File: config.mk
export PLATFORM = sky130hd
export DESIGN_NAME = drtc_top
export DESIGN_NICKNAME = d
export VERILOG_FILES = /design/src/pkg/drtc_pkg.sv /design/src/drtc_top.sv
export SDC_FILE = /design/constraint.sdc
export NUM_CORES = 1
export LEC_CHECK = 0
export BUFFER_PORTS_ARGS = -buffer_cell sky130_fd_sc_hd__buf_2
export CORE_AREA = 3 3 81 83
export DETAILED_ROUTE_END_ITERATION = 10
export DIE_AREA = 0 0 84 86
export GPL_TIMING_DRIVEN = 1
export HOLD_SLACK_MARGIN = 0.06
export PLACE_DENSITY = 0.63
export SYNTH_ARGS = -nofsm -noshare
export SYNTH_HDL_FRONTEND = slang
export SYNTH_SLANG_ARGS = --single-unit
File: constraint.sdc
create_clock -name sys_clk_i -period 1.7 [get_ports sys_clk_i]
set_input_delay 0.17 -clock sys_clk_i [delete_from_list [all_inputs] [get_ports sys_clk_i]]
set_output_delay 0.17 -clock sys_clk_i [all_outputs]
set_load 0.05 [all_outputs]
File: src/pkg/drtc_pkg.sv
// Purpose: Constants and types for the dual reload timer/counter
// Assumes: Registers reached over a 4-bit nibble port at peripheral offsets
// Notes:   Nibble half selected by the pointer LSB, as for the CPU
//
// Overview of operation
// - Two timer/counters sharing one prescaler, each an 8-bit binary up-counter.
// - Timer one counts prescaler ticks; timer two picks internal or event input by bit 2.
// - Each timer has its own software-written initial value used as start count.
// - Rollover FF to 00 with interrupt enabled raises an interrupt request.
// - Repeat mode reloads the initial value on overflow and keeps counting.
// - Single mode stops the counter at overflow until software restarts it.
// - Writing 1 to control bit 0 loads the latest initial value and starts counting.
// - Overflow sets the flag only when that timer's interrupt is enabled.
// - Flag clears on a start write and on system reset.
// - Internal clock is instruction rate (six clocks) divided by a power of two.
// - Timer-one control bit 2 at 1 halts the prescaler and internal counting.
// - Halted counters keep their value and resume from it.
// - Prescaler divider restarts from zero after a halt.
// - Timer-two bit 3 at 0 holds the count; at 1 counting resumes.
// - Initial value writes update one nibble chosen by the pointer LSB.
// - Reads at the initial value address return the live count.
// - Count reads return one nibble per pointer LSB; live reads may mix counts.
package drtc_pkg;

    localparam int ADDR_W = 4;
    localparam int DATA_W = 4;
    localparam int CNT_W  = 8;

    // Register offsets
    localparam logic [ADDR_W-1:0] OFS_T1_CTRL = 4'h3;
    localparam logic [ADDR_W-1:0] OFS_T1_IVAL = 4'h4;
    localparam logic [ADDR_W-1:0] OFS_T2_CTRL = 4'h5;
    localparam logic [ADDR_W-1:0] OFS_T2_IVAL = 4'h6;

    // Control field positions
    localparam int CTRL_START_BIT = 0;
    localparam int CTRL_FLAG_BIT  = 0;
    localparam int CTRL_MODE_BIT  = 1;
    localparam int T1_PSTOP_BIT   = 2;
    localparam int T2_EXTSEL_BIT  = 2;
    localparam int T2_MASK_BIT    = 3;

    // Reset values
    localparam logic             CFG_BIT_RST = 1'b0;
    localparam logic [CNT_W-1:0] IVAL_RST    = 8'h00;
    localparam logic [CNT_W-1:0] CNT_RST     = 8'h00;
    localparam logic [CNT_W-1:0] CNT_MAX     = 8'hff;

    // Timing: system clocks per instruction cycle
    localparam logic [2:0] INSTR_CLKS     = 3'h6;
    localparam int         PRESC_W        = 12;
    localparam int         PRESC_LOG2_MIN = 1;
    localparam int         PRESC_LOG2_MAX = 12;

    typedef struct packed {
        logic             clk_mask;
        logic             bit2;
        logic             repeat_mode;
    } drtc_cfg_t;

    typedef struct packed {
        logic [CNT_W-1:0] cnt;
        logic             run;
        logic             ovf_flag;
    } drtc_tmr_t;

endpackage

File: src/drtc_top.sv
// Purpose: Two 8-bit reload timer/counters with shared prescaler
// Assumes: All inputs synchronous to sys_clk_i; reads answer one cycle later
// Notes:   Interrupt enables come from the interrupt controller outside
//
// The plain strobed port was decided locally.
`timescale 1ns/10ps
module drtc_top
    import drtc_pkg::*;
#(
    parameter int PRESC_LOG2 = 1
) (
    // Clock and reset
    input  wire logic              sys_clk_i,
    input  wire logic              rst_i,
    // Register port
    input  wire logic [ADDR_W-1:0] addr_i,
    input  wire logic [DATA_W-1:0] wdata_i,
    input  wire logic              wr_i,
    input  wire logic              rd_i,
    input  wire logic              ptr_lsb_i,
    output logic      [DATA_W-1:0] rdata_o,
    // External event
    input  wire logic              event_count_i,
    // Interrupt controller side
    input  wire logic              t1_irq_en_i,
    input  wire logic              t2_irq_en_i,
    output logic                   t1_irq_req_o,
    output logic                   t2_irq_req_o
);

    if (PRESC_LOG2 < PRESC_LOG2_MIN || PRESC_LOG2 > PRESC_LOG2_MAX) begin : g_chk
        $error("PRESC_LOG2 must lie between 1 and 12");
    end

    function automatic logic [CNT_W-1:0] set_nib(input logic [CNT_W-1:0] old,
                                                 input logic hi,
                                                 input logic [DATA_W-1:0] nib);
        logic [CNT_W-1:0] r;
        r = old;
        if (hi) begin
            r[7:4] = nib;
        end else begin
            r[3:0] = nib;
        end
        return r;
    endfunction

    function automatic logic [DATA_W-1:0] get_nib(input logic [CNT_W-1:0] v,
                                                  input logic hi);
        return hi ? v[7:4] : v[3:0];
    endfunction

    // Overflow: a counting tick while the count stands at its maximum
    function automatic logic tmr_ovf(input drtc_tmr_t cur, input logic tick);
        return cur.run && tick && (cur.cnt == CNT_MAX);
    endfunction

    // Next count: a start loads the initial value, overflow reloads or clears
    function automatic logic [CNT_W-1:0] tmr_next_cnt(input drtc_tmr_t        cur,
                                                      input logic             tick,
                                                      input logic             rep,
                                                      input logic [CNT_W-1:0] ival,
                                                      input logic             start);
        logic [CNT_W-1:0] n;
        n = cur.cnt;
        if (start) begin
            n = ival;
        end else if (tmr_ovf(cur, tick)) begin
            n = rep ? ival : CNT_RST;
        end else if (cur.run && tick) begin
            n = cur.cnt + 8'h01;
        end
        return n;
    endfunction

    // Next run state: single mode stops at overflow until the next start
    function automatic logic tmr_next_run(input drtc_tmr_t cur,
                                          input logic      tick,
                                          input logic      rep,
                                          input logic      start);
        logic r;
        r = cur.run;
        if (start) begin
            r = 1'b1;
        end else if (tmr_ovf(cur, tick)) begin
            r = rep;
        end
        return r;
    endfunction

    // Next flag: a start clears it, an enabled overflow sets it, and the set wins
    function automatic logic tmr_next_flag(input drtc_tmr_t cur,
                                           input logic      tick,
                                           input logic      start,
                                           input logic      irq_en);
        logic f;
        f = cur.ovf_flag;
        if (start) begin
            f = 1'b0;
        end
        if (tmr_ovf(cur, tick) && irq_en) begin
            f = 1'b1;
        end
        return f;
    endfunction

    // Whole next state of one timer
    function automatic drtc_tmr_t tmr_step(input drtc_tmr_t        cur,
                                           input logic             tick,
                                           input logic             rep,
                                           input logic [CNT_W-1:0] ival,
                                           input logic             start,
                                           input logic             irq_en);
        drtc_tmr_t nx;
        nx.cnt      = tmr_next_cnt(cur, tick, rep, ival, start);
        nx.run      = tmr_next_run(cur, tick, rep, start);
        nx.ovf_flag = tmr_next_flag(cur, tick, start, irq_en);
        return nx;
    endfunction

    // True when a strobe hits the given register offset
    function automatic logic reg_hit(input logic              strobe,
                                     input logic [ADDR_W-1:0] addr,
                                     input logic [ADDR_W-1:0] ofs);
        return strobe && (addr == ofs);
    endfunction

    // Control readback; timer one has no clock mask, so its bit 3 reads 0
    function automatic logic [DATA_W-1:0] ctrl_word(input drtc_cfg_t cfg,
                                                    input logic      flag,
                                                    input logic      has_mask);
        logic [DATA_W-1:0] w;
        w                = '0;
        w[T2_MASK_BIT]   = has_mask && cfg.clk_mask;
        w[T1_PSTOP_BIT]  = cfg.bit2;
        w[CTRL_MODE_BIT] = cfg.repeat_mode;
        w[CTRL_FLAG_BIT] = flag;
        return w;
    endfunction

    // Control write; bit 2 is the prescaler stop on timer one, the source on timer two
    function automatic drtc_cfg_t cfg_write(input drtc_cfg_t         cfg,
                                            input logic [DATA_W-1:0] nib,
                                            input logic              has_mask);
        drtc_cfg_t c;
        c             = cfg;
        c.repeat_mode = nib[CTRL_MODE_BIT];
        c.bit2        = has_mask ? nib[T2_EXTSEL_BIT] : nib[T1_PSTOP_BIT];
        if (has_mask) begin
            c.clk_mask = nib[T2_MASK_BIT];
        end
        return c;
    endfunction

    // Configuration group
    drtc_cfg_t         cfg1_q;
    drtc_cfg_t         cfg1_d;
    drtc_cfg_t         cfg2_q;
    drtc_cfg_t         cfg2_d;
    logic [CNT_W-1:0]  ival1_q;
    logic [CNT_W-1:0]  ival1_d;
    logic [CNT_W-1:0]  ival2_q;
    logic [CNT_W-1:0]  ival2_d;

    // Read group
    logic [DATA_W-1:0] rdata_q;
    logic [DATA_W-1:0] rdata_d;
    logic [DATA_W-1:0] ctrl1_word;
    logic [DATA_W-1:0] ctrl2_word;

    // Strobe decode
    logic              wr_t1_ctrl;
    logic              wr_t1_ival;
    logic              wr_t2_ctrl;
    logic              wr_t2_ival;
    logic              rd_t1_ctrl;
    logic              rd_t1_ival;
    logic              rd_t2_ctrl;
    logic              rd_t2_ival;
    logic              start1;
    logic              start2;

    // Prescaler group
    logic [2:0]         instr_div_q;
    logic [2:0]         instr_div_d;
    logic [PRESC_W-1:0] presc_q;
    logic [PRESC_W-1:0] presc_d;
    logic               evt_prev_q;
    logic               evt_prev_d;
    logic               presc_halt;
    logic               instr_tick;
    logic               int_tick;
    logic               ext_tick;
    logic               t1_tick;
    logic               t2_tick;

    // Timer one group
    drtc_tmr_t tmr1_q;
    drtc_tmr_t tmr1_d;
    logic      ovf1;
    logic      irq1_q;
    logic      irq1_d;

    // Timer two group
    drtc_tmr_t tmr2_q;
    drtc_tmr_t tmr2_d;
    logic      ovf2;
    logic      irq2_q;
    logic      irq2_d;

    assign rdata_o      = rdata_q;
    assign t1_irq_req_o = irq1_q;
    assign t2_irq_req_o = irq2_q;

    // Write strobes
    assign wr_t1_ctrl = reg_hit(wr_i, addr_i, OFS_T1_CTRL);
    assign wr_t1_ival = reg_hit(wr_i, addr_i, OFS_T1_IVAL);
    assign wr_t2_ctrl = reg_hit(wr_i, addr_i, OFS_T2_CTRL);
    assign wr_t2_ival = reg_hit(wr_i, addr_i, OFS_T2_IVAL);
    // Read strobes
    assign rd_t1_ctrl = reg_hit(rd_i, addr_i, OFS_T1_CTRL);
    assign rd_t1_ival = reg_hit(rd_i, addr_i, OFS_T1_IVAL);
    assign rd_t2_ctrl = reg_hit(rd_i, addr_i, OFS_T2_CTRL);
    assign rd_t2_ival = reg_hit(rd_i, addr_i, OFS_T2_IVAL);
    assign start1     = wr_t1_ctrl && wdata_i[CTRL_START_BIT];
    assign start2     = wr_t2_ctrl && wdata_i[CTRL_START_BIT];

    // Control and initial value writes; the start bit is a pulse, not stored
    always_comb begin
        cfg1_d  = cfg1_q;
        cfg2_d  = cfg2_q;
        ival1_d = ival1_q;
        ival2_d = ival2_q;
        if (wr_t1_ctrl) begin
            cfg1_d = cfg_write(cfg1_q, wdata_i, 1'b0);
        end
        if (wr_t2_ctrl) begin
            cfg2_d = cfg_write(cfg2_q, wdata_i, 1'b1);
        end
        if (wr_t1_ival) begin
            ival1_d = set_nib(ival1_q, ptr_lsb_i, wdata_i);
        end
        if (wr_t2_ival) begin
            ival2_d = set_nib(ival2_q, ptr_lsb_i, wdata_i);
        end
    end

    // All configuration clears on reset, so timer two starts masked
    always_ff @(posedge sys_clk_i) begin
        if (rst_i) begin
            cfg1_q.clk_mask    <= CFG_BIT_RST;
            cfg1_q.bit2        <= CFG_BIT_RST;
            cfg1_q.repeat_mode <= CFG_BIT_RST;
            cfg2_q.clk_mask    <= CFG_BIT_RST;
            cfg2_q.bit2        <= CFG_BIT_RST;
            cfg2_q.repeat_mode <= CFG_BIT_RST;
            ival1_q            <= IVAL_RST;
            ival2_q            <= IVAL_RST;
        end else begin
            cfg1_q             <= cfg1_d;
            cfg2_q             <= cfg2_d;
            ival1_q            <= ival1_d;
            ival2_q            <= ival2_d;
        end
    end

    assign ctrl1_word = ctrl_word(cfg1_q, tmr1_q.ovf_flag, 1'b0);
    assign ctrl2_word = ctrl_word(cfg2_q, tmr2_q.ovf_flag, 1'b1);

    // Count reads give the live count, one nibble per pointer bit
    always_comb begin
        rdata_d = '0;
        if (rd_t1_ctrl) begin
            rdata_d = ctrl1_word;
        end
        if (rd_t2_ctrl) begin
            rdata_d = ctrl2_word;
        end
        if (rd_t1_ival) begin
            rdata_d = get_nib(tmr1_q.cnt, ptr_lsb_i);
        end
        if (rd_t2_ival) begin
            rdata_d = get_nib(tmr2_q.cnt, ptr_lsb_i);
        end
    end

    // Read data stand for the one cycle after the strobe, then return to zero
    always_ff @(posedge sys_clk_i) begin
        if (rst_i) begin
            rdata_q <= '0;
        end else begin
            rdata_q <= rdata_d;
        end
    end

    // Internal tick: one instruction cycle every six clocks, then divided by 2^PRESC_LOG2
    assign presc_halt = cfg1_q.bit2;
    assign instr_tick = !presc_halt && (instr_div_q == INSTR_CLKS - 3'h1);
    assign int_tick   = instr_tick && (&presc_q[PRESC_LOG2-1:0]);
    assign ext_tick   = event_count_i && !evt_prev_q;
    assign t1_tick    = int_tick;
    assign t2_tick    = cfg2_q.clk_mask && (cfg2_q.bit2 ? ext_tick : int_tick);

    always_comb begin
        evt_prev_d  = event_count_i;
        instr_div_d = instr_div_q;
        presc_d     = presc_q;
        if (presc_halt) begin
            // Held at zero while halted, so a restart divides from zero
            instr_div_d = '0;
            presc_d     = '0;
        end else if (instr_tick) begin
            instr_div_d = '0;
            presc_d     = presc_q + 12'h001;
        end else begin
            instr_div_d = instr_div_q + 3'h1;
        end
    end

    // Event history starts low, the idle level of its pin
    always_ff @(posedge sys_clk_i) begin
        if (rst_i) begin
            instr_div_q <= '0;
            presc_q     <= '0;
            evt_prev_q  <= 1'b0;
        end else begin
            instr_div_q <= instr_div_d;
            presc_q     <= presc_d;
            evt_prev_q  <= evt_prev_d;
        end
    end

    // Without a tick or a start the counter simply holds its value
    always_comb begin
        ovf1   = tmr_ovf(tmr1_q, t1_tick);
        tmr1_d = tmr_step(tmr1_q,
                          t1_tick,
                          cfg1_q.repeat_mode,
                          ival1_q,
                          start1,
                          t1_irq_en_i);
        irq1_d = ovf1 && t1_irq_en_i;
    end

    // Request is a one-cycle pulse to the interrupt controller
    always_ff @(posedge sys_clk_i) begin
        if (rst_i) begin
            tmr1_q.cnt      <= CNT_RST;
            tmr1_q.run      <= 1'b0;
            tmr1_q.ovf_flag <= 1'b0;
            irq1_q          <= 1'b0;
        end else begin
            tmr1_q          <= tmr1_d;
            irq1_q          <= irq1_d;
        end
    end

    // Timer two runs the same step on its own tick
    always_comb begin
        ovf2   = tmr_ovf(tmr2_q, t2_tick);
        tmr2_d = tmr_step(tmr2_q,
                          t2_tick,
                          cfg2_q.repeat_mode,
                          ival2_q,
                          start2,
                          t2_irq_en_i);
        irq2_d = ovf2 && t2_irq_en_i;
    end

    // Request is a one-cycle pulse to the interrupt controller
    always_ff @(posedge sys_clk_i) begin
        if (rst_i) begin
            tmr2_q.cnt      <= CNT_RST;
            tmr2_q.run      <= 1'b0;
            tmr2_q.ovf_flag <= 1'b0;
            irq2_q          <= 1'b0;
        end else begin
            tmr2_q          <= tmr2_d;
            irq2_q          <= irq2_d;
        end
    end

endmodule

After elaboration in Yosys (flattened, before gate mapping)
Index checks and enable logic that the tools add are counted.
{"block": "classes", "reduce_logical": 34, "add_sub_neg": 4, "bitwise": 1, "mux": 23, "n_eq_ne": 7}
{"operator": "2-to-1 mux 8 bit", "count": 8}
{"operator": "logical AND 1 bit", "count": 20}
{"operator": "2-to-1 mux 4 bit", "count": 5}
{"operator": "adder 8 x 1 -> 8 bit, second input constant", "count": 2}
{"operator": "== test 8 bit, second input constant", "count": 2}
{"operator": "adder 12 x 1 -> 12 bit, second input constant", "count": 1}
{"operator": "== test 4 x 3 -> 1 bit, second input constant", "count": 3}
{"operator": "2-to-1 mux 1 bit", "count": 9}
{"operator": "AND reduction 2 bit", "count": 4}
{"operator": "nonzero test 2 bit", "count": 4}
{"operator": "nonzero test 3 bit", "count": 2}
{"operator": "== test 4 x 2 -> 1 bit, second input constant", "count": 1}
{"operator": "adder 3 x 1 -> 3 bit, second input constant", "count": 1}
{"operator": "== test 3 bit, second input constant", "count": 1}
{"operator": "2-to-1 mux 3 bit", "count": 1}
{"operator": "OR reduction 3 bit", "count": 1}
{"operator": "logical NOT 1 bit", "count": 2}
{"operator": "OR reduction 2 bit", "count": 1}
{"operator": "inverter 1 bit", "count": 1}
{"block": "word_totals", "output_inout_bits": 6, "regBits": 63}

Logic depth before layout (Yosys ltp)
Gate-level depths: netlist of the first run.
{"block": "depth", "depth_word": 9, "depth_mapped": 8}

Worst setup path after synthesis of the first run
OpenSTA, ideal clock, no wires.
{"block": "synth_path", "kind": "register to register", "start": "register tmr2_q[2] (netlist bit)", "end": "register tmr2_q[4] (netlist bit)", "path_stages_with_launch": 7, "setup_slack_ns": 0.075, "path_buffers": 0, "t_arrival_ns": 1.551, "required_ns": 1.626, "path_cell_list": "dfxtp_1 -> ha_1 -> nand4_2 -> nor2_4 -> nand2b_1 -> a221o_1 -> a31oi_1"}
{"block": "synth_between", "elab_chain_cells": 4}
{"element": "start: declaration", "line": "drtc_top.sv:205", "source": "drtc_tmr_t tmr2_q;"}
{"element": "start signal: assignment", "line": "drtc_top.sv:378", "source": "tmr2_q <= tmr2_d;"}
{"element": "adder 8 x 1 -> 8 bit / == test 8 bit (equally long branches)", "line": "drtc_top.sv:71, drtc_top.sv:55"}
{"element": "2-to-1 mux 8 bit / logical AND 1 bit (equally long branches)", "line": "drtc_top.sv:70, drtc_top.sv:55"}
{"element": "2-to-1 mux 8 bit", "line": "drtc_top.sv:68", "source": "end else if (tmr_ovf(cur, tick)) begin"}
{"element": "2-to-1 mux 8 bit", "line": "drtc_top.sv:66", "source": "if (start) begin"}
Several ways; a longest one is shown, not always the timed one. The select of a mux whose other input is x is not followed.
A chain may end at the register's enable or synchronous reset.

Worst setup path after layout of the first run
{"block": "layout_path", "start": "register tmr2_q[2] (netlist bit)", "end": "register tmr2_q[5] (netlist bit)"}
Same word-level chain as after synthesis.

==> out/results.tsv, run 1 <==
stage	metric	value	unit
sta	slew_headroom	63.6	%
clocking	root_buffer	clkbuf_8	
die	rows	28	
detailed_routing	ant_nets	0	
cells_and_area	stdcell_count	449	
die	io_pins	22	
detailed_routing	wl_per_cell	16.0	um
detailed_routing	vias	2493	
setup_path	worstPathRequired	1.94	ns
die	die_w	84	um
die	die_y	86	um
setup_path	crit_chain	ha_1 > nand4_2 > nor2_4 > nand2b_4 > a221o_1 > a31oi_1	
placement	place_congestion	0.874	
synthesis	synthArstFlopShare	0	%
synthesis	synth-simple-area-share	27.9	%
clocking	clock_path_buffers	2	
setup_path	start_kind	flip-flop	
cells_and_area	diodes	0	
clocking	numCtsBuffers	5	
sta	period_share	97.8	%
cells_and_area	nFillCells	575	
setup_path	arrival	1.90	ns
cells_and_area	area_delta_synth_final	19.5	%
placement	place.port_buffers	21	
power_and_ir_drop	p_per_area	675	mW/mm2
setup_path	critPathMaxStageDelay	0.36	ns
detailed_routing	drc	0	
global_route	grt_antenna_before_repair	0	
die	start_util	44.8	%
synthesis	synth_mux_area_share	6.61	%
setup_path	path_max_fanout	5	
clocking	clk_pin_slew	0.10	ns
global_route	grtUsageTotal	20.1	%
cells_and_area	ff_latch_area	0.00105	mm2
synthesis	synth_xor_area_share	1.98	%
clocking	htreeDepth	2	
die	placeableCoreArea	0.00592	mm2
sta	max_freq	0.602	GHz
synthesis	synth_cells	328	
sta	setup_ws	0.0379	ns
sta	setup_viol	0	
global_route	grt_pass1_vias	2265	
clocking	cts_sinks	52	
clocking	cts_hold_buffers	0	
cells_and_area	post-route-util	53.5	%
global_route	grt_max_degree	31	
synthesis	synth_enable_flop_cells	0	
sta	whs	0.0965	ns
clocking	cts_tree	built	
synthesis	synth_fa_ha_area_share	1.89	%
cells_and_area	multiInputGateArea	0.00157	mm2
detailed_routing	via_per_inst	5.55	
global_route	grt_remaining_overflow	0	
synthesis	ys_seq_elements	52	
sta	rsz0062_at_grt	true	
synthesis	synth_top_family_by_area	simple AND/OR/NAND/NOR gates	
power_and_ir_drop	ir_drop	0.000369	V
placement	post-place-cells	439	
global_route	grt_pass1_wl	11.6	mm
detailed_routing	first_pass_iters	4	
placement	place_hpwl	5.09	mm
sta	fin_skew	0.00860	ns
placement	pre_cts_slack	-0.0433	ns
synthesis	yosysSeqAreaShare	39.3	%
power_and_ir_drop	p_leak	0.00119	uW
synthesis	synthFlopType	dfxtp_1	
outcome	outcome	complete, no violations	
detailed_routing	wl	7.16	mm
cells_and_area	num-nets-final	393	
detailed_routing	drt-initial-drc-count	210	
synthesis	syn-num-nets	348	
sta	hold_viol_final	0	
sta	final_max_slew_viol_count	0	
setup_path	worstSetupPathType	reg2reg	
die	dieArea	0.00722	mm2
synthesis	synth_compound_area_share	19.0	%
flow_run	drv_cap	0	
setup_path	crit_family	compound AO/OA/AOI/OAI gates	
synthesis	ys_warn_count	0	
setup_path	cp_slowest_cell	dfxtp_1	
synthesis	synth_area	0.00265	mm2
hold_path	hp-class	in2reg	
setup_path	crit_path_end_kind	flip-flop	
clocking	insertion_delay	0.31	ns
sta	tightest_slew	0.546	ns
synthesis	synth_cell_type_count	50	
cells_and_area	layout-drive-gt1-share	22.5	%
setup_path	crit_buf_inv	0	
synthesis	avgSynthCellArea	8.08	um2
sta	min_period	1.66	ns
-- cells in the final DEF, fill, tap and decap left out, drive strengths merged, types with 3 or more instances in the layout --
cell type	count
dfxtp	52
nand2	47
xnor2	5
and3	5
clkbuf	6
o21ai	10
mux2	4
nand3	24
a221o	3
nand2b	5
ha	4
and2	5
nor3	7
buf	53
nand4	5
o221ai	3
a211oi	4
a21oi	34
a31oi	8
nor2	38
nor2b	3
mux2i	13
a22oi	3
inv	5
-- metal layers --
metal | global-route usage, % | wire length (um) | part of all wire [%] | up-vias
met3 | 3.36 | 434 | 6.1 | 6
met5 | 0 | 0 | 0 | -
met4 | 5.99 | 82 | 1.1 | 0
li1 | - | - | - | 1265
met2 | 29.2 | 3250 | 45 | 67
met1 | 30.4 | 3390 | 47 | 1155
-- registers in the layout, indices dropped and copies added, names as in the netlist --
register      flops
tmr1_q            9
tmr2_q            9
ival1_q           8
ival2_q           8
rdata_o           4
cfg2_q            3
instr_div_q       3
cfg1_q            1
ctrl1_word        1
ctrl2_word        1
evt_prev_q        1
presc_halt        1
presc_q           1
t1_irq_req_o      1
t2_irq_req_o      1
-- kinds of logic after synthesis --
| group | count (synthesis) |
|---|---|
| AND/OR/NAND/NOR | 150 |
| AO/OA/AOI/OAI | 79 |
| flip-flops | 52 |
| buffers and inverters | 20 |
| multiplexers | 17 |
| XOR/XNOR | 6 |
| adder cells (fa/ha/maj) | 4 |
-- worst paths after layout --
kind / end / startpoint / cells past startpoint / slack, ns
worst max-delay path: tmr2_q[5]$_SDFFE_PP0P_ / tmr2_q[2]$_SDFFE_PP0P_ / 6 / 0.04
worst min-delay path: t2_irq_req_o$_SDFF_PP0_ / t2_irq_en_i / 3 / 0.1
worst max register to register: tmr2_q[5]$_SDFFE_PP0P_ / tmr2_q[2]$_SDFFE_PP0P_ / 6 / 0.04
worst min register to register: ctrl1_word[0]$_SDFFE_PP0P_ / ctrl1_word[0]$_SDFFE_PP0P_ / 2 / 0.46
-- cells in the mapped netlist (2+ instances only) --
| cell type | count | area share (%) |
|---|---|---|
| dfxtp_1 | 52 | 39 |
| nand2_1 | 47 | 6.7 |
| nor2_1 | 35 | 5.0 |
| a21oi_1 | 34 | 6.4 |
| nand3_1 | 23 | 4.3 |
| mux2i_1 | 13 | 4.9 |
| o21ai_0 | 10 | 1.9 |
| clkbuf_1 | 9 | 1.3 |
| a31oi_1 | 8 | 1.9 |
| nor3_1 | 7 | 1.3 |
| buf_2 | 5 | 0.94 |
| inv_1 | 5 | 0.71 |
| nand2b_1 | 5 | 1.2 |
| xnor2_1 | 5 | 1.7 |
| a211oi_1 | 4 | 1.1 |
| and2_1 | 4 | 0.94 |
| and3_1 | 4 | 0.94 |
| ha_1 | 4 | 1.9 |
| mux2_2 | 4 | 1.7 |
| nand4_1 | 4 | 0.94 |
| a221o_1 | 3 | 1.1 |
| a22oi_1 | 3 | 0.85 |
| nor2b_1 | 3 | 0.71 |
| o221ai_1 | 3 | 0.99 |
| a2111oi_0 | 2 | 0.66 |
| a21o_1 | 2 | 0.57 |
| and3b_1 | 2 | 0.66 |
| nand3b_1 | 2 | 0.57 |
| nor2_2 | 2 | 0.47 |
| nor3b_1 | 2 | 0.57 |
| o311ai_0 | 2 | 0.66 |
| o31ai_1 | 2 | 0.57 |
-- power by group --
group / switching, uW / internal [uW] / total [uW]
sequential: 12.5 / 1230 / 1240
clock: 421 / 326 / 747
combinational: 88.5 / 58.1 / 147
total: 522 / 1620 / 2140
-- repair_timing --
action                     CTS  global route
setup endpoints to repair    9            14
hold endpoints to repair     0             0
pin swaps                    0             4
setup buffers                0             2
resized for setup            4            10
-- layout make-up --
| cell class | count | area share, % |
|---|---|---|
| Timing Repair Buffer | 53 | 11.0 |
| Clock buffer | 6 | 2.61 |
| Multi-Input combinational cell | 256 | 49.4 |
| Tap cell | 75 | 2.96 |
| Sequential cell | 52 | 33.0 |
| Clock inverter | 2 | 0.316 |
| Inverter | 5 | 0.593 |
-- tightest hold or removal path, delay by kind of cell --
kind	cells	cell delay, ns
buffers and inverters	1	0.10
AND/OR/NAND/NOR	2	0.10
-- per-stage QoR --
stage	power, uW	setup TNS [ns]	area [um2]
2_1_floorplan	1350	0	2650
5_1_grt	2230	-0.324	3170
3_5_place_dp	1410	-0.115	3000
4_1_cts	2150	0	3110
6_report	2140	0	3170
3_3_place_gp	1400	0	3000
Power figures use the tool's default switching activity.
==> run 2: changes to the inputs <==
==> config.mk (replaced) <==
export PLATFORM = sky130hd
export DESIGN_NAME = drtc_top
export DESIGN_NICKNAME = d
export VERILOG_FILES = /design/src/pkg/drtc_pkg.sv /design/src/drtc_top.sv
export SDC_FILE = /design/constraint.sdc
export NUM_CORES = 1
export LEC_CHECK = 0
export BUFFER_PORTS_ARGS = -buffer_cell sky130_fd_sc_hd__buf_4
export CORE_AREA = 3 3 81 83
export DETAILED_ROUTE_END_ITERATION = 10
export DIE_AREA = 0 0 84 86
export GPL_TIMING_DRIVEN = 0
export HOLD_SLACK_MARGIN = 0.06
export PLACE_DENSITY = 0.67
export SYNTH_ARGS = -nofsm -noshare
export SYNTH_HDL_FRONTEND = slang
export SYNTH_SLANG_ARGS = --single-unit
==> out/results.tsv, run 2 (synthesized netlist as in run 1, its figures left out) <==
stage	metric	value	unit	change
cells_and_area	nFillCells	566		was 575
cells_and_area	final_area	0.00324	mm2	was 0.00317 mm2
sta	min_period	1.69	ns	was 1.66 ns
cells_and_area	num-nets-final	388		was 393
global_route	grt_pass1_wl	12.2	mm	was 11.6 mm
power_and_ir_drop	p_int	1630	uW	was 1620 uW
setup_path	crit_family	simple AND/OR/NAND/NOR gates		was compound AO/OA/AOI/OAI gates
clocking	insertion_delay	0.31	ns	about the same
setup_path	crit_chain	inv_2 > ha_4 > and4b_2 > buf_4 > nand2_4 > or4_1 > a31oi_1		was ha_1 > nand4_2 > nor2_4 > nand2b_4 > a221o_1 > a31oi_1
detailed_routing	via_per_inst	5.67		was 5.55
cells_and_area	mostFrequentLayoutCell	dfxtp_1		unchanged
global_route	grt_antenna_before_repair	0		unchanged
setup_path	crit_buf_inv	2		was 0
power_and_ir_drop	power_frac_comb	7.4	%	was 6.9%
power_and_ir_drop	ir_drop	0.000337	V	was 0.000369 V
setup_path	start_kind	flip-flop		unchanged
power_and_ir_drop	p_sw	533	uW	was 522 uW
setup_path	worstSetupPathType	reg2reg		unchanged
global_route	grt_remaining_overflow	0		unchanged
die	die_y	86	um	unchanged
cells_and_area	diodes	0		unchanged
power_and_ir_drop	power_switching_share	24.7	%	was 24.4%
hold_path	hp-class	in2reg		unchanged
sta	fin_skew	0.0148	ns	was 0.00860 ns
clocking	cts_hold_buffers	0		unchanged
sta	period_share	99.1	%	was 97.8%
detailed_routing	wl_per_cell	16.5	um	was 16.0 um
global_route	grt_max_degree	17		was 31
placement	place_area	0.00289	mm2	was 0.00300 mm2
cells_and_area	multiInputGateArea	0.00165	mm2	was 0.00157 mm2
cells_and_area	stdcell_count	444		was 449
setup_path	crit_path_end_kind	flip-flop		unchanged
flow_run	drv_cap	0		unchanged
detailed_routing	first_pass_iters	5		was 4
cells_and_area	ff_latch_area	0.00105	mm2	about the same
clocking	root_buffer	clkbuf_8		unchanged
die	rows	28		unchanged
cells_and_area	reg_top3	tmr1_q (9), tmr2_q (9)		unchanged
global_route	grt_pass1_vias	2447		was 2,265
detailed_routing	vias	2516		was 2,493
setup_path	path_max_fanout	4		was 5
setup_path	cp_slowest_cell	or4_1		was dfxtp_1
sta	rsz0062_at_grt	true		unchanged
die	placeableCoreArea	0.00592	mm2	unchanged
outcome	outcome	complete, no violations		unchanged
die	dieArea	0.00722	mm2	unchanged
die	io_pins	22		unchanged
sta	slew_headroom	49.1	%	was 63.6%
power_and_ir_drop	clkPwrFrac	35.1	%	was 34.9%
cells_and_area	area_delta_synth_final	22.2	%	was 19.5%
clocking	clock_path_buffers	2		unchanged
detailed_routing	ant_nets	0		unchanged
sta	hold_viol_final	0		unchanged
placement	post-place-cells	422		was 439
detailed_routing	drc	0		unchanged
global_route	grtUsageTotal	20.8	%	was 20.1%
cells_and_area	final_cell_mix	47 x dfxtp_1, 45 x nand2_1, 34 x a21oi_1, 34 x buf_4, 33 x nor2_1		was 50 x dfxtp_1, 47 x nand2_1, 35 x nor2_1
power_and_ir_drop	p_leak	0.00119	uW	about the same
clocking	cts_sinks	52		unchanged
clocking	cts_tree	built		unchanged
setup_path	critPathMaxStageDelay	0.46	ns	was 0.36 ns
placement	place.port_buffers	19		was 21
sta	max_freq	0.593	GHz	was 0.602 GHz
power_and_ir_drop	p_per_area	668	mW/mm2	was 675 mW/mm2
placement	place_hpwl	5.07	mm	was 5.09 mm
cells_and_area	layout-drive-gt1-share	23.0	%	was 22.5%
clocking	clk_pin_slew	0.10	ns	about the same
detailed_routing	drt-initial-drc-count	177		was 210
sta	setup_viol	0		unchanged
power_and_ir_drop	p_seq_share	57.5	%	was 58.2%
die	start_util	44.8	%	unchanged
clocking	numCtsBuffers	5		unchanged
sta	final_max_slew_viol_count	0		unchanged
die	die_w	84	um	unchanged
clocking	htreeDepth	2		unchanged
setup_path	arrival	1.92	ns	was 1.90 ns
setup_path	worstPathRequired	1.93	ns	was 1.94 ns
placement	place_congestion	0.913		was 0.874
detailed_routing	wl	7.31	mm	was 7.16 mm
sta	tightest_slew	0.764	ns	was 0.546 ns
-- run 2: per-layer routing --
layer	vias to the layer above	wire length (um)	GRT usage, %
met5	-	0	0
met4	0	113	6.73
met3	10	360	3.17
met2	69	3310	33.6
met1	1175	3530	28.7
li1	1262	-	-
-- run 2: final timing paths --
check,start,to,slack (ns),cells after the start
worst min-delay path,event_count_i,evt_prev_q$_SDFF_PP0_,0.09,2
worst max register to register,instr_div_q[1]$_SDFF_PP0_,tmr1_q[2]$_SDFFE_PP0P_,0.01,7
worst min register to register,ival2_q[6]$_SDFFE_PP0P_,ival2_q[6]$_SDFFE_PP0P_,0.47,2
worst max-delay path,instr_div_q[1]$_SDFF_PP0_,tmr1_q[2]$_SDFFE_PP0P_,0.01,7
-- run 2: cell type report --
class / instances / share of cell area (%)
clock inverters: 2 / 0.425
plain buffers: 14 / 2.20
flip-flops and latches: 52 / 32.4
repair buffers: 34 / 7.88
inverters: 5 / 0.580
clock buffers: 6 / 2.55
well taps: 75 / 2.90
multi-input cells: 256 / 51.0
-- run 2: repair_timing --
| action | in CTS | in global routing |
|---|---|---|
| resized for setup | 25 | 15 |
| setup buffers | 9 | 6 |
| pin swaps | 8 | 12 |
| cloned | 0 | 0 |
| setup endpoints to repair | 16 | 21 |
-- run 2: worst reg2reg max path, delay by kind of cell, from the launching register on --
kind                       cells  cell delay [ns]
DFF                            1             0.34
buffers and inverters          2             0.20
AOI/OAI and AO/OA              1             0.13
and+or+nand+nor                3             0.82
adders and majority gates      1             0.12
-- run 2: stage by stage --
stage / setup WS, ns / power, uW / utilization [%] / hold WS (ns) / setup TNS [ns]
final: 0.0149 / 2160 / 54.7 / 0.0882 / 0
after CTS: 0.00266 / 2170 / 53.2 / 0.0846 / 0
after global routing: -0.0780 / 2240 / 54.7 / 0.110 / -0.497
after global placement: -0.230 / 1410 / 48.8 / 0.399 / -1.90
after detailed placement: -0.261 / 1420 / 48.8 / 0.406 / -2.28
after floorplan: 0.0747 / 1350 / - / 0.298 / 0
-- run 2: power by group through the flow --
stage               combinational [uW]  sequential (uW)  clock (uW)
floorplan                         78.4             1270           0
global placement                   142             1270           0
detailed placement                 146             1270           0
CTS                                160             1240         769
global route                       178             1250         821
finish                             161             1240         758
